--- src/fpc_pkg.sv ---
package fpc_pkg;
    // ==================================================================
    // register map (byte addresses on the 32-bit bus)
    localparam logic [31:0] OFS_CTRL       = 32'h0000_0000;
    localparam logic [31:0] OFS_KEY        = 32'h0000_0004;
    localparam logic [31:0] OFS_ADDR       = 32'h0000_0008;
    localparam logic [31:0] OFS_STAT       = 32'h0000_000c;

    // ==================================================================
    // control register fields and reset values
    localparam int          WR_BIT         = 15;
    localparam int          WRITE_ENABLE_BIT_BIT       = 14;
    localparam int          ERR_BIT        = 13;
    localparam int          ARRAY_SELECT_LO      = 3;
    localparam int          SIZE_LO        = 1;
    localparam int          ERASE_BIT      = 0;
    localparam int          DONE_BIT       = 0;
    localparam logic [15:0] CTRL_RST       = 16'h0000;
    localparam logic [15:0] ADDR_RST       = 16'h0000;
    localparam logic [7:0]  KEY_FIRST      = 8'h55;
    localparam logic [7:0]  KEY_SECOND     = 8'haa;

    // ==================================================================
    // array and unit size encodings
    localparam logic [1:0]  MEM_PROG       = 2'h0;
    localparam logic [1:0]  MEM_DATA       = 2'h1;
    localparam logic [1:0]  MEM_CFG        = 2'h2;
    localparam logic [1:0]  MEM_ALL        = 2'h3;
    localparam logic [1:0]  SIZE_WORD      = 2'h0;
    localparam logic [1:0]  SIZE_MULTI     = 2'h1;
    localparam logic [1:0]  SIZE_RSVD      = 2'h2;
    localparam logic [1:0]  SIZE_ALL       = 2'h3;

    // ==================================================================
    // geometry: a row is 32 words, a latch group 4 words, two address units per word
    localparam int          ROW_WORDS      = 32;
    localparam int          LATCH_WORDS    = 4;
    localparam int          INSTR_W        = 24;
    localparam logic [15:0] ROW_ADDR_MASK  = 16'hffc0;
    localparam logic [15:0] QUAD_ADDR_MASK = 16'hfff8;

    // ==================================================================
    // timing
    localparam int          CYCLE_TIME_NS  = 2000000;
    localparam int          CLK_PERIOD_NS  = 5;
    localparam int          CYCLE_COUNT    = CYCLE_TIME_NS / CLK_PERIOD_NS;
    localparam int          TMR_W          = 20;

    // ==================================================================
    // bus responses and unlock states
    localparam logic [1:0]  RESP_OKAY      = 2'h0;
    localparam logic [1:0]  RESP_SLVERR    = 2'h2;

    typedef enum logic [1:0] {
        KEY_IDLE,
        KEY_GOT_FIRST,
        KEY_ARMED
    } fpc_key_st_t;
endpackage : fpc_pkg

--- src/fpc_tmr_if.sv ---
`timescale 1ns/10ps
interface fpc_tmr_if;
    logic start;
    logic abort;
    logic busy;
    logic done;
    modport ctl (output start, output abort, input busy, input done);
    modport tmr (input start, input abort, output busy, output done);
endinterface : fpc_tmr_if

--- src/fpc_cycle_timer.sv ---
`timescale 1ns/10ps
module fpc_cycle_timer #(
    parameter int unsigned CYCLES = fpc_pkg::CYCLE_COUNT
) (
    // clock, reset, enable
    input  wire logic sys_clk,
    input  wire logic nrst,
    input  wire logic ce,
    // control side
    fpc_tmr_if.tmr    tif
);
    import fpc_pkg::*;

    logic [TMR_W-1:0] cnt_q;
    logic             busy_q;
    logic             done_q;

    assign tif.busy = busy_q;
    assign tif.done = done_q;

    // ==================================================================
    // self-timed cycle; abort wins over start and over the last count
    always_ff @(posedge sys_clk or negedge nrst) begin
        if (!nrst) begin
            cnt_q  <= '0;
            busy_q <= 1'b0;
            done_q <= 1'b0;
        end else if (ce) begin
            done_q <= 1'b0;
            if (tif.abort) begin
                busy_q <= 1'b0;
            end else if (tif.start && !busy_q) begin
                busy_q <= 1'b1;
                cnt_q  <= TMR_W'(CYCLES - 1);
            end else if (busy_q && cnt_q == '0) begin
                busy_q <= 1'b0;
                done_q <= 1'b1;
            end else if (busy_q) begin
                cnt_q  <= cnt_q - 1'b1;
            end
        end
    end
endmodule : fpc_cycle_timer

--- src/fpc_flash_ctrl.sv ---
// Function
// - erase program flash in 32-word rows, program it in 4-word latch groups
// - keys 0x55 then 0xAA must precede any start; otherwise refused
// - processor stays stalled for the whole program-flash cycle
// - write-start bit clears itself when the cycle ends; zero means done
// - software can set write-start; writing zero does nothing
// - write enable must be one for any erase or program to happen
// - pin or watchdog reset during a cycle sets abort flag; success clears it
// - array select bits 4-3 choose program, data, configuration or all
// - unit size bits 2-1 choose word, multi-word or chip; 10 reserved
// - bit 0 chooses erase when one, program when zero
// - control bits 12-5 read zero; software writes zero
// - key register takes bits 7-0, is write-only, reads zero
// - address register captures each table write address, also software read/write
// - address register picks the location or row a cycle acts on
// - four 24-bit latches filled by low-word and high-byte table writes
// - a cycle lasts 2 msec, timed internally
// - start is refused unless write enable was set by an earlier write
// - wrong key order means the cycle is not started
`timescale 1ns/10ps
module fpc_flash_ctrl #(
    parameter int unsigned CYCLE_CYCLES = fpc_pkg::CYCLE_COUNT
) (
    // clock, reset, enable
    input  wire logic        sys_clk,
    input  wire logic        nrst,
    input  wire logic        ce,
    // axi4-lite slave
    input  wire logic [31:0] s_axi_awaddr,
    input  wire logic        s_axi_awvalid,
    output logic             s_axi_awready,
    input  wire logic [31:0] s_axi_wdata,
    input  wire logic [3:0]  s_axi_wstrb,
    input  wire logic        s_axi_wvalid,
    output logic             s_axi_wready,
    output logic [1:0]       s_axi_bresp,
    output logic             s_axi_bvalid,
    input  wire logic        s_axi_bready,
    input  wire logic [31:0] s_axi_araddr,
    input  wire logic        s_axi_arvalid,
    output logic             s_axi_arready,
    output logic [31:0]      s_axi_rdata,
    output logic [1:0]       s_axi_rresp,
    output logic             s_axi_rvalid,
    input  wire logic        s_axi_rready,
    // table writes from the core
    input  wire logic        tw_valid,
    input  wire logic        tw_high,
    input  wire logic [15:0] tw_ea,
    input  wire logic [15:0] tw_data,
    // reset sources that abort a cycle
    input  wire logic        external_pin_reset_n,
    input  wire logic        watchdog_reset_source,
    // flash array command
    output logic             fl_start,
    output logic             fl_abort,
    output logic             fl_erase,
    output logic [1:0]       fl_array,
    output logic [1:0]       fl_size,
    output logic [15:0]      fl_addr,
    output logic [95:0]      fl_data,
    // core side
    output logic             cpu_stall,
    output logic             flash_done_irq_flag
);
    import fpc_pkg::*;

    // ==================================================================
    // state
    fpc_tmr_if     tif ();
    fpc_key_st_t   key_st_q, key_st_d;
    logic          awready_q, bvalid_q, arready_q, rvalid_q;
    logic [1:0]    bresp_q, rresp_q;
    logic [31:0]   rdata_q;
    logic          wr_q, write_enable_bit_q, write_abort_flag_q, erase_q;
    logic [1:0]    array_select_q, unit_size_select_q;
    logic [15:0]   addr_q;
    logic          done_q, stall_q, start_q, abort_q;
    logic          fl_erase_q;
    logic [1:0]    fl_array_q, fl_size_q;
    logic [15:0]   fl_addr_q, fl_addr_d;
    logic [95:0]   fl_data_q, latch_flat;
    logic [INSTR_W-1:0] latch_q [LATCH_WORDS];
    logic [2:0]    pin_sync_q;
    logic          pin_lvl_q;

    // ==================================================================
    // bus decode
    wire        wr_take   = s_axi_awvalid && s_axi_wvalid && !awready_q && !bvalid_q;
    wire        wr_fire   = awready_q;
    wire        rd_take   = s_axi_arvalid && !arready_q && !rvalid_q;
    wire        rd_fire   = arready_q;
    wire        hit_ctrl  = wr_fire && s_axi_awaddr == OFS_CTRL;
    wire        hit_key   = wr_fire && s_axi_awaddr == OFS_KEY;
    wire        hit_addr  = wr_fire && s_axi_awaddr == OFS_ADDR;
    wire        hit_stat  = wr_fire && s_axi_awaddr == OFS_STAT;
    wire        w_mapped  = hit_ctrl || hit_key || hit_addr || hit_stat;
    wire [15:0] wmask     = {{8{s_axi_wstrb[1]}}, {8{s_axi_wstrb[0]}}};
    wire [15:0] ctrl_rd   = {wr_q, write_enable_bit_q, write_abort_flag_q, 8'h00,
                             array_select_q, unit_size_select_q, erase_q};
    wire [15:0] ctrl_wv   = (ctrl_rd & ~wmask) | (s_axi_wdata[15:0] & wmask);
    wire [15:0] addr_wv   = (addr_q & ~wmask) | (s_axi_wdata[15:0] & wmask);
    wire [7:0]  key_byte  = s_axi_wdata[7:0];
    wire        key_wr    = hit_key && s_axi_wstrb[0];
    wire [1:0]  new_mem   = ctrl_wv[ARRAY_SELECT_LO +: 2];
    wire [1:0]  new_size  = ctrl_wv[SIZE_LO +: 2];
    wire        r_ctrl    = s_axi_araddr == OFS_CTRL;
    wire        r_key     = s_axi_araddr == OFS_KEY;
    wire        r_addr    = s_axi_araddr == OFS_ADDR;
    wire        r_stat    = s_axi_araddr == OFS_STAT;
    wire        r_mapped  = r_ctrl || r_key || r_addr || r_stat;
    // key reads as zero: write-only
    wire [15:0] rd_mux    = r_ctrl ? ctrl_rd :
                            r_addr ? addr_q  :
                            r_stat ? {15'h0000, done_q} : 16'h0000;

    // ==================================================================
    // start, completion and abort conditions
    wire size_ok   = new_size != SIZE_RSVD && !(new_size == SIZE_WORD && new_mem != MEM_DATA);
    wire start_req = hit_ctrl && s_axi_wstrb[1] && s_axi_wdata[WR_BIT] && !wr_q
                     && key_st_q == KEY_ARMED
                     && write_enable_bit_q
                     && size_ok;
    wire abort_ev  = wr_q && (!pin_lvl_q || watchdog_reset_source);
    wire done_ok   = tif.done && !abort_ev;
    wire tw_take   = tw_valid && !stall_q;

    assign tif.start = start_q;
    assign tif.abort = abort_ev;

    fpc_cycle_timer #(
        .CYCLES (CYCLE_CYCLES)
    ) u_timer (
        .sys_clk (sys_clk),
        .nrst    (nrst),
        .ce      (ce),
        .tif     (tif)
    );

    // ==================================================================
    // unlock sequence: any write other than the next key cancels it
    always_comb begin
        key_st_d = key_st_q;
        if (abort_ev) begin
            key_st_d = KEY_IDLE;
        end else if (wr_fire) begin
            key_st_d = KEY_IDLE;
            if (key_wr && key_byte == KEY_FIRST) begin
                key_st_d = KEY_GOT_FIRST;
            end else if (key_wr && key_byte == KEY_SECOND && key_st_q == KEY_GOT_FIRST) begin
                key_st_d = KEY_ARMED;
            end
        end
    end

    // ==================================================================
    // pin reset synchroniser: a change counts once stages two and three agree
    always_ff @(posedge sys_clk or negedge nrst) begin
        if (!nrst) begin
            pin_sync_q <= 3'h7;
            pin_lvl_q  <= 1'b1;
        end else if (ce) begin
            pin_sync_q <= {pin_sync_q[1:0], external_pin_reset_n};
            if (pin_sync_q[1] == pin_sync_q[2]) begin
                pin_lvl_q <= pin_sync_q[2];
            end
        end
    end

    // ==================================================================
    // axi4-lite handshakes; address and data are taken together
    always_ff @(posedge sys_clk or negedge nrst) begin
        if (!nrst) begin
            awready_q <= 1'b0;
            bvalid_q  <= 1'b0;
            bresp_q   <= RESP_OKAY;
        end else if (ce) begin
            awready_q <= wr_take;
            if (wr_fire) begin
                bvalid_q <= 1'b1;
                bresp_q  <= w_mapped ? RESP_OKAY : RESP_SLVERR;
            end else if (s_axi_bready) begin
                bvalid_q <= 1'b0;
            end
        end
    end

    always_ff @(posedge sys_clk or negedge nrst) begin
        if (!nrst) begin
            arready_q <= 1'b0;
            rvalid_q  <= 1'b0;
            rresp_q   <= RESP_OKAY;
            rdata_q   <= 32'h0000_0000;
        end else if (ce) begin
            arready_q <= rd_take;
            if (rd_fire) begin
                rvalid_q <= 1'b1;
                rdata_q  <= {16'h0000, rd_mux};
                rresp_q  <= r_mapped ? RESP_OKAY : RESP_SLVERR;
            end else if (s_axi_rready) begin
                rvalid_q <= 1'b0;
            end
        end
    end

    // ==================================================================
    // control register; configuration may change mid-cycle without effect on it
    always_ff @(posedge sys_clk or negedge nrst) begin
        if (!nrst) begin
            key_st_q           <= KEY_IDLE;
            write_enable_bit_q <= CTRL_RST[WRITE_ENABLE_BIT_BIT];
            array_select_q     <= CTRL_RST[ARRAY_SELECT_LO +: 2];
            unit_size_select_q <= CTRL_RST[SIZE_LO +: 2];
            erase_q            <= CTRL_RST[ERASE_BIT];
        end else if (ce) begin
            key_st_q <= key_st_d;
            if (hit_ctrl) begin
                write_enable_bit_q <= ctrl_wv[WRITE_ENABLE_BIT_BIT];
                array_select_q     <= new_mem;
                unit_size_select_q <= new_size;
                erase_q            <= ctrl_wv[ERASE_BIT];
            end
        end
    end

    // write-start clears only by hardware; the set from an abort beats a software clear
    always_ff @(posedge sys_clk or negedge nrst) begin
        if (!nrst) begin
            wr_q               <= CTRL_RST[WR_BIT];
            write_abort_flag_q <= CTRL_RST[ERR_BIT];
            done_q             <= 1'b0;
        end else if (ce) begin
            if (abort_ev || tif.done) begin
                wr_q <= 1'b0;
            end else if (start_req) begin
                wr_q <= 1'b1;
            end
            if (abort_ev) begin
                write_abort_flag_q <= 1'b1;
            end else if (tif.done) begin
                write_abort_flag_q <= 1'b0;
            end else if (hit_ctrl) begin
                write_abort_flag_q <= ctrl_wv[ERR_BIT];
            end
            if (done_ok) begin
                done_q <= 1'b1;
            end else if (hit_stat && s_axi_wstrb[0] && s_axi_wdata[DONE_BIT]) begin
                done_q <= 1'b0;
            end
        end
    end

    // ==================================================================
    // address register: table writes win over a software write in the same cycle
    always_ff @(posedge sys_clk or negedge nrst) begin
        if (!nrst) begin
            addr_q <= ADDR_RST;
        end else if (ce) begin
            if (tw_take) begin
                addr_q <= tw_ea;
            end else if (hit_addr) begin
                addr_q <= addr_wv;
            end
        end
    end

    // ==================================================================
    // write latches: low word and high byte per entry, picked by the word address
    generate
        for (genvar i = 0; i < LATCH_WORDS; i++) begin : g_latch
            always_ff @(posedge sys_clk or negedge nrst) begin
                if (!nrst) begin
                    latch_q[i] <= '0;
                end else if (ce && tw_take && tw_ea[2:1] == 2'(i)) begin
                    if (tw_high) begin
                        latch_q[i][23:16] <= tw_data[7:0];
                    end else begin
                        latch_q[i][15:0]  <= tw_data;
                    end
                end
            end
            assign latch_flat[i*INSTR_W +: INSTR_W] = latch_q[i];
        end
    endgenerate

    // ==================================================================
    // flash command: multi-word program flash cycles act on a whole row or on a four-word group
    assign fl_addr_d = (new_mem != MEM_PROG || new_size != SIZE_MULTI) ? addr_q :
                       ctrl_wv[ERASE_BIT] ? (addr_q & ROW_ADDR_MASK) :
                                            (addr_q & QUAD_ADDR_MASK);

    always_ff @(posedge sys_clk or negedge nrst) begin
        if (!nrst) begin
            start_q    <= 1'b0;
            abort_q    <= 1'b0;
            fl_erase_q <= 1'b0;
            fl_array_q <= MEM_PROG;
            fl_size_q  <= SIZE_WORD;
            fl_addr_q  <= ADDR_RST;
            fl_data_q  <= '0;
        end else if (ce) begin
            start_q <= start_req;
            abort_q <= abort_ev;
            if (start_req) begin
                fl_erase_q <= ctrl_wv[ERASE_BIT];
                fl_array_q <= new_mem;
                fl_size_q  <= new_size;
                fl_addr_q  <= fl_addr_d;
                fl_data_q  <= latch_flat;
            end
        end
    end

    // data flash cycles run in the background; everything else holds the core
    always_ff @(posedge sys_clk or negedge nrst) begin
        if (!nrst) begin
            stall_q <= 1'b0;
        end else if (ce) begin
            if (abort_ev || tif.done) begin
                stall_q <= 1'b0;
            end else if (start_req) begin
                stall_q <= new_mem != MEM_DATA;
            end
        end
    end

    // ==================================================================
    // outputs
    assign s_axi_awready       = awready_q;
    assign s_axi_wready        = awready_q;
    assign s_axi_bvalid        = bvalid_q;
    assign s_axi_bresp         = bresp_q;
    assign s_axi_arready       = arready_q;
    assign s_axi_rvalid        = rvalid_q;
    assign s_axi_rresp         = rresp_q;
    assign s_axi_rdata         = rdata_q;
    assign fl_start            = start_q;
    assign fl_abort            = abort_q;
    assign fl_erase            = fl_erase_q;
    assign fl_array            = fl_array_q;
    assign fl_size             = fl_size_q;
    assign fl_addr             = fl_addr_q;
    assign fl_data             = fl_data_q;
    assign cpu_stall           = stall_q;
    assign flash_done_irq_flag = done_q;
endmodule : fpc_flash_ctrl

--- config.mk ---
export PLATFORM = sky130hd
export DESIGN_NAME = fpc_flash_ctrl
export DESIGN_NICKNAME = d
export VERILOG_FILES = /design/src/fpc_pkg.sv /design/src/fpc_tmr_if.sv /design/src/fpc_cycle_timer.sv /design/src/fpc_flash_ctrl.sv
export SDC_FILE = /design/constraint.sdc
export NUM_CORES = 1
export LEC_CHECK = 0
export ABC_AREA = 1
export BUFFER_PORTS_ARGS = -buffer_cell sky130_fd_sc_hd__buf_4
export CELL_PAD_IN_SITES_DETAIL_PLACEMENT = 0
export CELL_PAD_IN_SITES_GLOBAL_PLACEMENT = 1
export CORE_MARGIN = 2
export CORE_UTILIZATION = 37
export CTS_BUF_LIST = sky130_fd_sc_hd__clkbuf_4 sky130_fd_sc_hd__clkbuf_8
export DETAILED_ROUTE_END_ITERATION = 10
export PLACE_DENSITY_LB_ADDON = 0.05
export SYNTH_ARGS = -nofsm -noshare
export SYNTH_HDL_FRONTEND = slang
export SYNTH_SLANG_ARGS = --single-unit
--- constraint.sdc ---
create_clock -name sys_clk -period 2.05 [get_ports sys_clk]
set_clock_uncertainty 0.1 [all_clocks]
set_input_delay 0.205 -clock sys_clk [delete_from_list [all_inputs] [get_ports sys_clk]]
set_output_delay 0.205 -clock sys_clk [all_outputs]
set_load 0.05 [all_outputs]
==> out/qor.yml <==
pwr:
  power.leakage_nw: 9.53
  ir_drop_mv: 0.693
  p_per_area_mw_per_mm2: 896
place:
  dp_hpwl_um: 26600
  dpl.cell_count: 2263
  gp_congestion: 0.846
  io_buffers: 269
yosys:
  yosysWarningCount: 0
  synth_top_family_by_area: "simple AND/OR/NAND/NOR gates"
  synth_compound_area_share_pct: 6.90
  synthMuxAreaShare_pct: 0
  synth_fa_ha_area_share_pct: 0.0980
  synth-simple-area-share_pct: 28.7
  synthXorXnorAreaFrac_pct: 0.274
  seq_area_frac_synth_pct: 57.1
  synth_ff_type: "dfrtp_1"
  syn_inst: 1549
  synth.cell_area_sq_mm: 0.0128
  yosysUniqueCellTypes: 39
  ys_seq_elements: 291
  synth_area_per_cell_sq_um: 8.24
  synth-async-reset-ratio_pct: 100
  synth_edf_count: 0
sta:
  setup_viol: 0
  drv_slew: 0
  hold_viol: 0
  worstMarginPinSlew_ns: 0.617
  rsz0062_at_grt: "no"
  fin_crit_sh_pct: 95.9
  finalCriticalPeriod_ns: 1.97
  fmax_ghz: 0.509
  maxSlewHeadroom_pct: 58.8
  setup_tns_ns: 0
global_routing:
  grt_max_degree: 52
  grt_util_all_layers_pct: 21.4
  grt_pass1_vias: 11161
  grt_first_pass_wirelength_um: 60700
  grt-ovfl-total: 0
  antenna_found_initial: 1
drt:
  routedWlPerCell_um: 15.6
  detail_route.iter0.violations: 582
  detail-route-antenna-nets: 0
  routed_wl_um: 38000
  vias: 11278
  drcViolationCount: 0
  firstDrtPassIters: 5
  via_per_inst: 4.62
worst_setup_path:
  cp.required_ns: 2.42
  arrival_ns: 2.34
  worstPathMaxFanout: 3
  cpPeakStageDelay_ns: 0.57
  crit_slowest_cell: "dlygate4sd3_1"
  worstSetupPathType: "input pin to flip-flop"
  start_kind: "input pin"
  crit_path_frequent_cell: "dlygate4sd3_1"
  end_kind: "flip-flop"
  crit_chain: "dlygate4sd3_1 -> buf_4 -> nor2_2 -> dlygate4sd3_1 -> nand3_1 -> dlygate4sd3_1 -> nand3_1 -> nand2_1"
clocking:
  h-tree-depth: 2
  clock_latency_ns: 0.59
  cts.clk_slew.worst_paths_ns: 0.06
  cts_buffers: 51
  cts_tree: "yes"
  cts-root-buf: "clkbuf_8"
  cts.sinks: 291
  cts_buffer_depth: 3
finish:
  drive_above_1_share_pct: 22.3
  nets: 2091
  stdcell_count: 2443
  syn2layout_area_growth_pct: 36.7
  diodes: 0
die:
  core_sq_mm: 0.0343
  die_h_um: 190
  die_w_um: 190
  rows: 68
  dieArea_sq_mm: 0.0360
  io_pins: 306
  start_util_pct: 37.2
status:
  outcome: "complete, no violations"
flow_run:
  maxCapViolations: 0
hold_path:
  hold_path.class: "input pin to flip-flop"
==> cell type report <==
cell class,instances,area (sq um)
Inverter,88,335
Sequential cell,291,7290
Clock inverter,11,97.6
Multi-Input combinational cell,1112,4680
Fill cell,3393,16800
Tap cell,455,569
Clock buffer,84,1060
Timing Repair Buffer,402,3420
==> flip-flops by register name, summed over array words and instances (netlist names), 2 cells and up, named ones only <==
signal              count
pin_sync_q              3
fl_data                96
unit_size_select_q      2
key_st_q                2
fl_addr                16
array_select_q          2
fl_array                2
latch_flat             96
u_timer.cnt_q          20
fl_size                 2
s_axi_rdata            16
==> worst max-delay path: cells and delay by family <==
family	cells	cell delay [ns]
buffers and inverters	4	1.83
AND/OR/NAND/NOR	4	0.32
==> layer usage <==
| metal | routed length (um) | global-route usage (%) | vias up |
|---|---|---|---|
| li1 | - | - | 5632 |
| met1 | 18200 | 30.9 | 5324 |
| met2 | 17500 | 33.9 | 262 |
| met3 | 1700 | 3.17 | 60 |
| met4 | 695 | 5.43 | 0 |
| met5 | 0 | 0 | - |
==> cells in the final DEF, fill, tap and decap left out, drive strengths merged, types with 18 or more instances in the layout <==
cell type | Yosys | final
nand2 | 713 | 713
buf | 55 | 321
dfrtp | 287 | 287
o21ai | 143 | 143
nor2 | 112 | 112
inv | 86 | 88
clkbuf | 20 | 84
dlygate4sd3 | 0 | 81
nand3 | 70 | 70
conb | 1 | 18
==> where the power goes <==
group          leakage (nW)  switching [mW]  internal [mW]
Clock                 0.623            2.44           3.42
Sequential             3.87           0.493           6.46
Combinational          5.03            1.73           1.10
Total                  9.53            4.66           11.0
==> worst paths after layout <==
check,startpoint,endpoint,slack (ns),cells after the start
min in group asynchronous,nrst,s_axi_rdata[12],0.04,2
worst min register to register,fl_array[0],fl_array[0],0.37,2
worst max register to register,s_axi_bvalid,s_axi_awready,0.12,5
worst max-delay path,s_axi_araddr[0],s_axi_rresp[1],0.08,8
worst min-delay path,tw_high,latch_flat[69],0.02,4
max in group asynchronous,nrst,pin_lvl_q,1.06,3
==> Yosys cell counts, types with 7 or more instances <==
cell type  number  area share (%)
a21oi_1         8            0.31
nand2_1       709              21
dfrtp_1       287              56
nor3_1          8            0.31
nand3_1        67             2.6
buf_2           7            0.27
clkbuf_1       20            0.59
nor2_1        108             3.2
buf_4          22             1.3
nand4_1        10            0.49
o21ai_0       140             5.5
buf_6          24             2.1
inv_1          84             2.5
==> logic make-up after synthesis <==
| group | after synthesis |
|---|---|
| AO/OA/AOI/OAI | 168 |
| XOR/XNOR | 4 |
| adder cells (fa/ha/maj) | 1 |
| buffers and inverters | 163 |
| flip-flops | 291 |
| other | 1 |
| AND/OR/NAND/NOR | 921 |
==> through the flow <==
stage | total power, mW | setup WS (ns) | area (sq um) | util, % | hold slack [ns]
floorplan | 8.73 | 0.0560 | 12800 | - | -0.191
finish | 15.6 | 0.0838 | 17500 | 50.9 | 0.0226
detailed placement | 9.72 | 0.124 | 15400 | 45.0 | 0.0662
CTS | 15.8 | 0.0485 | 17400 | 50.7 | 0.00659
global route | 16.6 | 0.00821 | 17500 | 50.9 | 0.0253
global placement | 9.68 | 0.147 | 15400 | 45.0 | 0.0579
==> timing repair <==
item	in CTS	in global routing
hold buffers	81	0
resized for setup	0	10
setup buffers	0	4
setup endpoints to repair	0	19
endpoints found under the hold margin	357	0
Note: power is estimated with default switching activity, not from simulation.
